## config.mk

```make
export PLATFORM = sky130hd
export DESIGN_NAME = timer_based_pwm_output
export DESIGN_NICKNAME = d
export VERILOG_FILES = /design/src/rtl/pwm_pkg.sv /design/src/rtl/timer_based_pwm_output.sv
export SDC_FILE = /design/constraint.sdc
export NUM_CORES = 1
export LEC_CHECK = 0
export ABC_CLOCK_PERIOD_IN_PS = 2900
export BUFFER_PORTS_ARGS = -buffer_cell sky130_fd_sc_hd__buf_2
export CELL_PAD_IN_SITES_DETAIL_PLACEMENT = 0
export CELL_PAD_IN_SITES_GLOBAL_PLACEMENT = 1
export CORE_ASPECT_RATIO = 0.6
export CORE_UTILIZATION = 44
export DETAILED_ROUTE_END_ITERATION = 10
export PLACE_DENSITY_LB_ADDON = 0.1
export RECOVER_POWER = 25
export SLEW_MARGIN = 20
export SYNTH_ARGS = -nofsm -noshare
export SYNTH_HDL_FRONTEND = slang
export SYNTH_SLANG_ARGS = --single-unit
```

## constraint.sdc

```tcl
create_clock -name CORE_CLK -period 2.9 [get_ports CORE_CLK]
set_input_delay 0.435 -clock CORE_CLK [delete_from_list [all_inputs] [get_ports CORE_CLK]]
set_output_delay 0.435 -clock CORE_CLK [all_outputs]
set_load 0.02 [all_outputs]
```

## src/rtl/pwm_pkg.sv

```systemverilog
// Constants and types shared by the timer based PWM block
package pwm_pkg;

    // ------------------------------------------------------------
    // Bus geometry
    // ------------------------------------------------------------
    localparam int unsigned ADDR_W    = 8;
    localparam int unsigned DATA_W    = 32;
    localparam int unsigned BE_W      = 4;
    localparam int unsigned NUM_UNITS = 2;

    // ------------------------------------------------------------
    // Register byte offsets
    // ------------------------------------------------------------
    localparam logic [7:0] OFS_TB_COUNT     = 8'h00;
    localparam logic [7:0] OFS_TB_PERIOD    = 8'h04;
    localparam logic [7:0] OFS_TB_CONTROL   = 8'h08;
    localparam logic [7:0] OFS_U1_DUTY_LOW  = 8'h0C;
    localparam logic [7:0] OFS_U1_DUTY_SHAD = 8'h10;
    localparam logic [7:0] OFS_U1_CONTROL   = 8'h14;
    localparam logic [7:0] OFS_U2_DUTY_LOW  = 8'h18;
    localparam logic [7:0] OFS_U2_DUTY_SHAD = 8'h1C;
    localparam logic [7:0] OFS_U2_CONTROL   = 8'h20;
    localparam logic [7:0] OFS_SHUTDOWN_CFG = 8'h24;
    localparam logic [7:0] OFS_DEADBAND_DLY = 8'h28;
    localparam logic [7:0] UNIT_STRIDE      = 8'h0C;

    // ------------------------------------------------------------
    // Reset values
    // ------------------------------------------------------------
    localparam logic [7:0] RST_BYTE  = 8'h00;
    localparam logic [1:0] RST_LSB   = 2'h0;
    localparam logic [5:0] RST_FINE  = 6'h00;
    localparam logic [3:0] RST_POST  = 4'h0;

    // ------------------------------------------------------------
    // Timing: oscillator periods per timebase increment
    // ------------------------------------------------------------
    localparam int unsigned OSC_PER_INC = 4;
    localparam logic [5:0]  FINE_LAST_DIV1  = 6'(OSC_PER_INC * 1 - 1);
    localparam logic [5:0]  FINE_LAST_DIV4  = 6'(OSC_PER_INC * 4 - 1);
    localparam logic [5:0]  FINE_LAST_DIV16 = 6'(OSC_PER_INC * 16 - 1);

    // ------------------------------------------------------------
    // Field encodings
    // ------------------------------------------------------------
    localparam logic [1:0] PRESC_DIV1 = 2'h0;
    localparam logic [1:0] PRESC_DIV4 = 2'h1;
    localparam logic [3:0] MODE_OFF   = 4'h0;
    localparam logic [1:0] MODE_PWM   = 2'h3;

    typedef struct packed {
        logic       reserved;
        logic [3:0] postscale_sel;
        logic       run;
        logic [1:0] prescale_sel;
    } tb_ctrl_t;

    typedef struct packed {
        logic [1:0] output_cfg;
        logic [1:0] duty_lsb_bits;
        logic [3:0] mode_select;
    } unit_ctrl_t;

endpackage : pwm_pkg

```

## src/rtl/timer_based_pwm_output.sv

```systemverilog
// Timer based PWM output block with timebase, two PWM units and Avalon-MM slave
// Notes on behaviour
// - Period is (period register + 1) times four oscillator periods times prescale.
// - Counter equal to period clears to zero on the next increment.
// - Output goes high at each period start unless duty is zero.
// - Duty low byte copies into shadow register at each period start.
// - Postscaler only divides the period event, never changes the period.
// - Duty is ten bits: low register on top, control bits 5:4 below.
// - High time equals duty times one oscillator period times prescale.
// - Duty writes any time; new duty applies only after period match.
// - Shadow duty register is read only while in PWM mode.
// - Shadow byte plus hidden two-bit latch double-buffer the duty.
// - Output clears when buffered duty matches counter extended by two bits.
// - Duty longer than period never matches; output stays high all period.
// - Second unit has no shutdown; only first unit holds shutdown config.
// - Prescaler divides by one, four or sixteen per prescale field.
// - Writing zero to unit control forces the output latch low.
// - Mode upper bits both set selects PWM; all zero turns unit off.
module timer_based_pwm_output (
    input  wire logic                          CORE_CLK,
    input  wire logic                          SYS_RST,
    input  wire logic [pwm_pkg::ADDR_W-1:0]    AVS_ADDRESS,
    input  wire logic                          AVS_READ,
    input  wire logic                          AVS_WRITE,
    input  wire logic [pwm_pkg::DATA_W-1:0]    AVS_WRITEDATA,
    input  wire logic [pwm_pkg::BE_W-1:0]      AVS_BYTEENABLE,
    output logic      [pwm_pkg::DATA_W-1:0]    AVS_READDATA,
    output logic                               AVS_WAITREQUEST,
    output logic      [pwm_pkg::NUM_UNITS-1:0] PWM_OUT,
    output logic                               TIMEBASE_EVENT
);
    import pwm_pkg::*;

    // ------------------------------------------------------------
    // Declarations
    // ------------------------------------------------------------
    logic                  waitrequest_r;
    logic [DATA_W-1:0]     readdata_r;
    logic [DATA_W-1:0]     readdata_nxt;
    logic                  bus_wr;
    logic [7:0]            wr_byte;

    logic [7:0]            count_r;
    logic [7:0]            count_nxt;
    logic [7:0]            period_r;
    tb_ctrl_t              tb_ctrl_r;
    logic [5:0]            fine_r;
    logic [5:0]            fine_nxt;
    logic [5:0]            fine_last;
    logic                  inc_tick;
    logic                  boundary;
    logic [1:0]            sub_nxt;
    logic [9:0]            ext_nxt;
    logic [3:0]            post_cnt_r;
    logic                  event_r;

    logic [7:0]            shutdown_cfg_r;
    logic [7:0]            deadband_r;

    logic [7:0]            duty_low_r   [NUM_UNITS];
    logic [7:0]            duty_shad_r  [NUM_UNITS];
    logic [1:0]            lsb_latch_r  [NUM_UNITS];
    unit_ctrl_t            unit_ctrl_r  [NUM_UNITS];
    logic [NUM_UNITS-1:0]  out_r;

    // ------------------------------------------------------------
    // Avalon-MM slave handshake
    // ------------------------------------------------------------
    // One wait state: request seen, then answered on the next edge
    always_ff @(posedge CORE_CLK) begin
        if (SYS_RST) begin
            waitrequest_r <= 1'b1;
        end else if (waitrequest_r && (AVS_READ || AVS_WRITE)) begin
            waitrequest_r <= 1'b0;
        end else begin
            waitrequest_r <= 1'b1;
        end
    end

    assign bus_wr  = AVS_WRITE && !waitrequest_r && AVS_BYTEENABLE[0];
    assign wr_byte = AVS_WRITEDATA[7:0];

    always_comb begin
        readdata_nxt = '0;
        unique case (AVS_ADDRESS)
            OFS_TB_COUNT:     readdata_nxt[7:0] = count_r;
            OFS_TB_PERIOD:    readdata_nxt[7:0] = period_r;
            OFS_TB_CONTROL:   readdata_nxt[7:0] = {1'b0, tb_ctrl_r[6:0]};
            OFS_U1_DUTY_LOW:  readdata_nxt[7:0] = duty_low_r[0];
            OFS_U1_DUTY_SHAD: readdata_nxt[7:0] = duty_shad_r[0];
            OFS_U1_CONTROL:   readdata_nxt[7:0] = unit_ctrl_r[0];
            OFS_U2_DUTY_LOW:  readdata_nxt[7:0] = duty_low_r[1];
            OFS_U2_DUTY_SHAD: readdata_nxt[7:0] = duty_shad_r[1];
            OFS_U2_CONTROL:   readdata_nxt[7:0] = {2'b00, unit_ctrl_r[1][5:0]};
            OFS_SHUTDOWN_CFG: readdata_nxt[7:0] = shutdown_cfg_r;
            OFS_DEADBAND_DLY: readdata_nxt[7:0] = deadband_r;
            default:          readdata_nxt      = '0;
        endcase
    end

    // Read data captured with the request, valid while waitrequest is low
    always_ff @(posedge CORE_CLK) begin
        if (SYS_RST) begin
            readdata_r <= '0;
        end else if (waitrequest_r && AVS_READ) begin
            readdata_r <= readdata_nxt;
        end
    end

    // ------------------------------------------------------------
    // Timebase prescaler and counter
    // ------------------------------------------------------------
    // prescale select
    always_comb begin
        unique case (tb_ctrl_r.prescale_sel)
            PRESC_DIV1: fine_last = FINE_LAST_DIV1;
            PRESC_DIV4: fine_last = FINE_LAST_DIV4;
            default:    fine_last = FINE_LAST_DIV16;
        endcase
    end

    // increment every four oscillator periods times prescale
    assign inc_tick = tb_ctrl_r.run && (fine_r >= fine_last);
    assign boundary = inc_tick && (count_r == period_r);

    always_comb begin
        fine_nxt  = fine_r;
        count_nxt = count_r;
        if (bus_wr && AVS_ADDRESS == OFS_TB_COUNT) begin
            fine_nxt  = RST_FINE;
            count_nxt = wr_byte;
        end else if (tb_ctrl_r.run) begin
            if (inc_tick) begin
                fine_nxt = RST_FINE;
                if (boundary) begin
                    count_nxt = RST_BYTE;
                end else begin
                    count_nxt = 8'(count_r + 8'h01);
                end
            end else begin
                fine_nxt = 6'(fine_r + 6'h01);
            end
        end
    end

    // two extra low bits from the quarter phase or prescaler
    always_comb begin
        unique case (tb_ctrl_r.prescale_sel)
            PRESC_DIV1: sub_nxt = fine_nxt[1:0];
            PRESC_DIV4: sub_nxt = fine_nxt[3:2];
            default:    sub_nxt = fine_nxt[5:4];
        endcase
    end

    assign ext_nxt = {count_nxt, sub_nxt};

    // counter and prescaler clear at reset
    always_ff @(posedge CORE_CLK) begin
        if (SYS_RST) begin
            fine_r  <= RST_FINE;
            count_r <= RST_BYTE;
        end else begin
            fine_r  <= fine_nxt;
            count_r <= count_nxt;
        end
    end

    // ------------------------------------------------------------
    // Postscaler on the period event
    // ------------------------------------------------------------
    // divides the period event only, period untouched
    always_ff @(posedge CORE_CLK) begin
        if (SYS_RST) begin
            post_cnt_r <= RST_POST;
            event_r    <= 1'b0;
        end else if (boundary) begin
            if (post_cnt_r == tb_ctrl_r.postscale_sel) begin
                post_cnt_r <= RST_POST;
                event_r    <= 1'b1;
            end else begin
                post_cnt_r <= 4'(post_cnt_r + 4'h1);
                event_r    <= 1'b0;
            end
        end else begin
            event_r <= 1'b0;
        end
    end

    // ------------------------------------------------------------
    // Timebase and shared configuration registers
    // ------------------------------------------------------------
    // period and controls clear at reset
    always_ff @(posedge CORE_CLK) begin
        if (SYS_RST) begin
            period_r  <= RST_BYTE;
            tb_ctrl_r <= tb_ctrl_t'(RST_BYTE);
        end else if (bus_wr) begin
            if (AVS_ADDRESS == OFS_TB_PERIOD) begin
                period_r <= wr_byte;
            end
            if (AVS_ADDRESS == OFS_TB_CONTROL) begin
                tb_ctrl_r <= tb_ctrl_t'({1'b0, wr_byte[6:0]});
            end
        end
    end

    // shutdown and dead band settings belong to the first unit only
    always_ff @(posedge CORE_CLK) begin
        if (SYS_RST) begin
            shutdown_cfg_r <= RST_BYTE;
            deadband_r     <= RST_BYTE;
        end else if (bus_wr) begin
            if (AVS_ADDRESS == OFS_SHUTDOWN_CFG) begin
                shutdown_cfg_r <= wr_byte;
            end
            if (AVS_ADDRESS == OFS_DEADBAND_DLY) begin
                deadband_r <= wr_byte;
            end
        end
    end

    // ------------------------------------------------------------
    // PWM units
    // ------------------------------------------------------------
    for (genvar u = 0; u < NUM_UNITS; u++) begin : g_unit
        localparam logic [7:0] BASE = 8'(OFS_U1_DUTY_LOW + 8'(u) * UNIT_STRIDE);

        logic       pwm_on;
        logic       unit_off;
        logic [9:0] duty_new;
        logic       wr_low;
        logic       wr_shad;
        logic       wr_ctrl;

        // both upper mode bits select PWM, zero turns it off
        assign pwm_on   = unit_ctrl_r[u].mode_select[3:2] == MODE_PWM;
        assign unit_off = unit_ctrl_r[u].mode_select == MODE_OFF;
        // ten-bit duty, low register above the two control bits
        assign duty_new = {duty_low_r[u], unit_ctrl_r[u].duty_lsb_bits};
        assign wr_low   = bus_wr && AVS_ADDRESS == BASE;
        assign wr_shad  = bus_wr && AVS_ADDRESS == 8'(BASE + 8'h04);
        assign wr_ctrl  = bus_wr && AVS_ADDRESS == 8'(BASE + 8'h08);

        // software may rewrite duty at any moment
        always_ff @(posedge CORE_CLK) begin
            if (SYS_RST) begin
                duty_low_r[u] <= RST_BYTE;
            end else if (wr_low) begin
                duty_low_r[u] <= wr_byte;
            end
        end

        // second unit keeps its upper control bits at zero
        always_ff @(posedge CORE_CLK) begin
            if (SYS_RST) begin
                unit_ctrl_r[u] <= unit_ctrl_t'(RST_BYTE);
            end else if (wr_ctrl) begin
                unit_ctrl_r[u] <= unit_ctrl_t'((u == 0) ? wr_byte : {2'b00, wr_byte[5:0]});
            end
        end

        // shadow byte and hidden latch hold the active duty
        always_ff @(posedge CORE_CLK) begin
            if (SYS_RST) begin
                duty_shad_r[u] <= RST_BYTE;
                lsb_latch_r[u] <= RST_LSB;
            end else if (pwm_on) begin
                // copy duty into the shadow at period start
                if (boundary) begin
                    duty_shad_r[u] <= duty_low_r[u];
                    lsb_latch_r[u] <= unit_ctrl_r[u].duty_lsb_bits;
                end
            end else begin
                // shadow writes only taken outside PWM mode
                if (wr_shad) begin
                    duty_shad_r[u] <= wr_byte;
                end
                if (unit_off) begin
                    lsb_latch_r[u] <= RST_LSB;
                end
            end
        end

        // Output latch
        always_ff @(posedge CORE_CLK) begin
            if (SYS_RST) begin
                out_r[u] <= 1'b0;
            end else if (!pwm_on) begin
                // unit off or non-PWM mode holds the latch low
                out_r[u] <= 1'b0;
            end else if (boundary) begin
                // set at period start, not for zero duty
                out_r[u] <= (duty_new != 10'h000);
            end else if (ext_nxt == {duty_shad_r[u], lsb_latch_r[u]}) begin
                // high time duty times prescaled oscillator period
                // no match inside the period keeps it high
                out_r[u] <= 1'b0;
            end
        end
    end : g_unit

    // ------------------------------------------------------------
    // Outputs
    // ------------------------------------------------------------
    assign AVS_WAITREQUEST = waitrequest_r;
    assign AVS_READDATA    = readdata_r;
    assign PWM_OUT         = out_r;
    assign TIMEBASE_EVENT  = event_r;

endmodule // timer_based_pwm_output

```

==> impl_metrics.json <==
{
  "status": "completed",
  "wl_met1_um": 10140,
  "wirelength_um": 21870,
  "dr.pass1.iters": 5,
  "top_layer": "met4",
  "p_leak_nw": 2.723,
  "ys_seq_area_share_pct": 44.07,
  "switching_power_w": 0.0008027,
  "n_antenna_cell": 0,
  "timing.fmax_ghz": 0.3526,
  "cts.path.max_buffers": 2,
  "critical_path_required_ns": 3.15,
  "finalCriticalPeriod_ns": 2.836,
  "crit_cells": 11,
  "design.die.area_um2": 14540,
  "clkSinkCount": 111,
  "cts_setup_buffers": 0,
  "critPathCaptureType": "register",
  "core.rowCount": 33,
  "post-route-util_pct": 51.87,
  "p_per_area_nw_per_um2": 463.4,
  "drive_gt1_share_pct": 15.16,
  "ys_warn_count": 0,
  "io_buffers": 32,
  "antenna_found_initial": 0,
  "crit_chain": "inv_1 > ha_1 > and2_1 > nand4_1 > buf_4 > nand3_1 > or3_4 > a222oi_1 > o211a_1 > o2111ai_1 > o31a_1",
  "slew_violations": 0,
  "setup_tns_ns": 0,
  "startpoint": "tb_ctrl_r[1]$_SDFFE_PP0P_",
  "ir_worst_vdd_mv": 0.2541,
  "worstPathMaxFanout": 4,
  "final_area_um2": 7089,
  "yosys-top-cells-area": "edfxtp_1, dfxtp_1, nand2_1",
  "netlist_area_um2": 6178,
  "cpMaxStageDelayCell": "or3_4",
  "wl_per_cell_um": 23.50,
  "grt_setup_unrepaired": "no",
  "synth_seq_cells": 111,
  "p_int_w": 0.002483,
  "combPwrFrac_pct": 6.0,
  "gp_congestion": 0.9619,
  "initial_core_util_pct": 45.21,
  "worst_pin_slew_ns": 1.136,
  "crit_buf_inv": 2,
  "cts.clk_slew.worst_paths_ns": 0.08,
  "grt_start_max_net_pins": 37,
  "syn_to_final_growth_pct": 14.74,
  "synth.avg_cell_area_um2": 9.086,
  "antenna_left": 0,
  "cp.arrival_ns": 3.08,
  "dp_hpwl_um": 16040,
  "final_cell_mix": "nand2_1, dfxtp_1, buf_4",
  "grt_pass1_vias": 5140,
  "fp.dieW_um": 155.0,
  "p_clk_share_pct": 42.6,
  "holdBufCountCts": 0,
  "endpoint": "PWM_OUT[0]$_SDFFE_PP0P_",
  "critPathMaxStageDelay_ns": 0.41,
  "wl_met3_um": 2909,
  "seqPwrFrac_pct": 51.5,
  "cts_tree": "yes",
  "r2r-end": "PWM_OUT[0]$_SDFFE_PP0P_",
  "nNetsFinal": 787,
  "r2r_setup_slack_ns": 0.06,
  "drcViolationCount": 0,
  "synth_edf_count": 50,
  "layout_commonest_cell": "nand2_1",
  "ff_latch_area_um2": 2726,
  "drv_cap": 0,
  "synth_top_area_share_pct": 24.30,
  "avgViaCountPerCell": 6.188,
  "boundaryPins": 84,
  "synth.largest_area_cell": "edfxtp_1",
  "switching_share_pct": 24.43,
  "synth_cell_types": 64,
  "fin_crit_sh_pct": 97.80,
  "cts_resized": 0,
  "syn-instance-count": 680,
  "r2r_start": "tb_ctrl_r[1]$_SDFFE_PP0P_",
  "place_area_um2": 6746,
  "coreArea_um2": 13670,
  "worstHoldPathType": "in -> reg",
  "drt_first_iter_violations": 740,
  "r2r_cells": 11,
  "ys.flop_type": "dfxtp_1",
  "relSlewSlack_pct": 24.29,
  "grt_usage_pct": 31.23,
  "cts_root_buf": "clkbuf_16",
  "grt_first_pass_wirelength_um": 32760,
  "wl_met2_um": 8483,
  "numCtsBuffers": 9,
  "finalHoldViolations": 0,
  "multi_input_area_um2": 3124,
  "worstSkewPairLatency_ns": 0.35,
  "fp.dieH_um": 93.79,
  "nFillCells": 1244,
  "setup_viol": 0,
  "crit_type": "reg -> reg",
  "critPathLaunchType": "register",
  "overflow": 0,
  "vias": 5761,
  "htree_levels": 3,
  "ys_async_sr_fraction_pct": 0,
  "clock_skew_ns": 0.006313,
  "crit_family": "compound AO/OA/AOI/OAI gates"
}
==> kinds of logic (layout without fill, tap and decap cells) <==
group / after synthesis / in the layout / synth area share (%)
simple gates: 285 / 285 / 23.71
compound gates: 157 / 157 / 18.47
flops: 111 / 111 / 44.07
buf+inv: 83 / 119 / 7.169
xor+xnor: 32 / 32 / 4.536
mux: 6 / 6 / 0.9721
fa+ha+maj: 5 / 5 / 1.013
other cells: 1 / 24 / 0.06070
==> synthesized netlist by cell type (14+ instances only) <==
library cell   n
nor2_1        50
clkbuf_1      36
dfxtp_1       61
nand2_1       70
buf_4         26
a21oi_1       45
and3_1        33
xnor2_1       18
xor2_1        14
nand3_1       47
a22o_1        24
edfxtp_1      50
a22oi_1       16
==> area by class of cell <==
type | instances | area share [%]
Sequential cell | 111 | 38.46
Tap cell | 192 | 3.389
Clock inverter | 7 | 1.571
Timing Repair Buffer | 94 | 8.860
Multi-Input combinational cell | 509 | 44.07
Clock buffer | 9 | 3.177
Inverter | 9 | 0.4765
==> registers in the layout, indices dropped and copies added (netlist names) <==
register,flops
AVS_READDATA,8
AVS_WAITREQUEST,1
PWM_OUT,2
TIMEBASE_EVENT,1
count_r,8
deadband_r,8
duty_low_r,16
duty_shad_r,16
fine_r,6
lsb_latch_r,4
period_r,8
post_cnt_r,4
shutdown_cfg_r,8
tb_ctrl_r,7
unit_ctrl_r,14
==> per-stage QoR <==
step           hold WS, ns  setup WS, ns  cells  total power (W)
2_1_floorplan       0.4357        0.2187    703         0.001847
6_report            0.3101       0.06393    931         0.003285
3_3_place_gp        0.4399       0.03296    915         0.001916
4_1_cts             0.3078       0.04242    931         0.003293
3_5_place_dp        0.4448       0.04152    915         0.001916
5_1_grt             0.3081      0.004582    931         0.003376
==> power groups by stage <==
| stage | clock (W) | combinational [W] | sequential, W |
|---|---|---|---|
| 6_report | 0.00140 | 0.000196 | 0.00169 |
| 4_1_cts | 0.00141 | 0.000192 | 0.00169 |
| 3_5_place_dp | 0 | 0.000191 | 0.00172 |
| 3_3_place_gp | 0 | 0.000191 | 0.00173 |
| 2_1_floorplan | 0 | 0.000139 | 0.00171 |
| 5_1_grt | 0.00148 | 0.000207 | 0.00169 |
==> worst reg2reg max path, delay by kind of cell, from the launching register on <==
kind | cells | cell delay [ns]
buffers and inverters | 2 | 0.23
adders and majority gates | 1 | 0.30
AOI/OAI and AO/OA | 4 | 1.04
DFF | 1 | 0.34
and+or+nand+nor | 4 | 0.83
==> metal layers <==
metal | global-route usage, % | vias up
li1 | - | 2610
met1 | 48.46 | 2764
met2 | 42.12 | 360
met3 | 8.672 | 27
met4 | 5.776 | 0
met5 | 0 | -
==> worst min path at each step <==
stage                            startpoint                      endpoint  slack (ns)  cells after the start
2_1_floorplan    deadband_r[2]$_SDFFE_PP0P_    deadband_r[2]$_SDFFE_PP0P_        0.44                      2
3_3_place_gp   AVS_READDATA[1]$_SDFFE_PP0P_  AVS_READDATA[1]$_SDFFE_PP0P_        0.44                      2
3_5_place_dp   AVS_READDATA[1]$_SDFFE_PP0P_  AVS_READDATA[1]$_SDFFE_PP0P_        0.44                      2
4_1_cts                           AVS_WRITE    AVS_WAITREQUEST$_SDFF_PP1_        0.31                      2
5_1_grt                           AVS_WRITE    AVS_WAITREQUEST$_SDFF_PP1_        0.31                      2
6_report                          AVS_WRITE    AVS_WAITREQUEST$_SDFF_PP1_        0.31                      2
(Power assumes the default switching activity.)
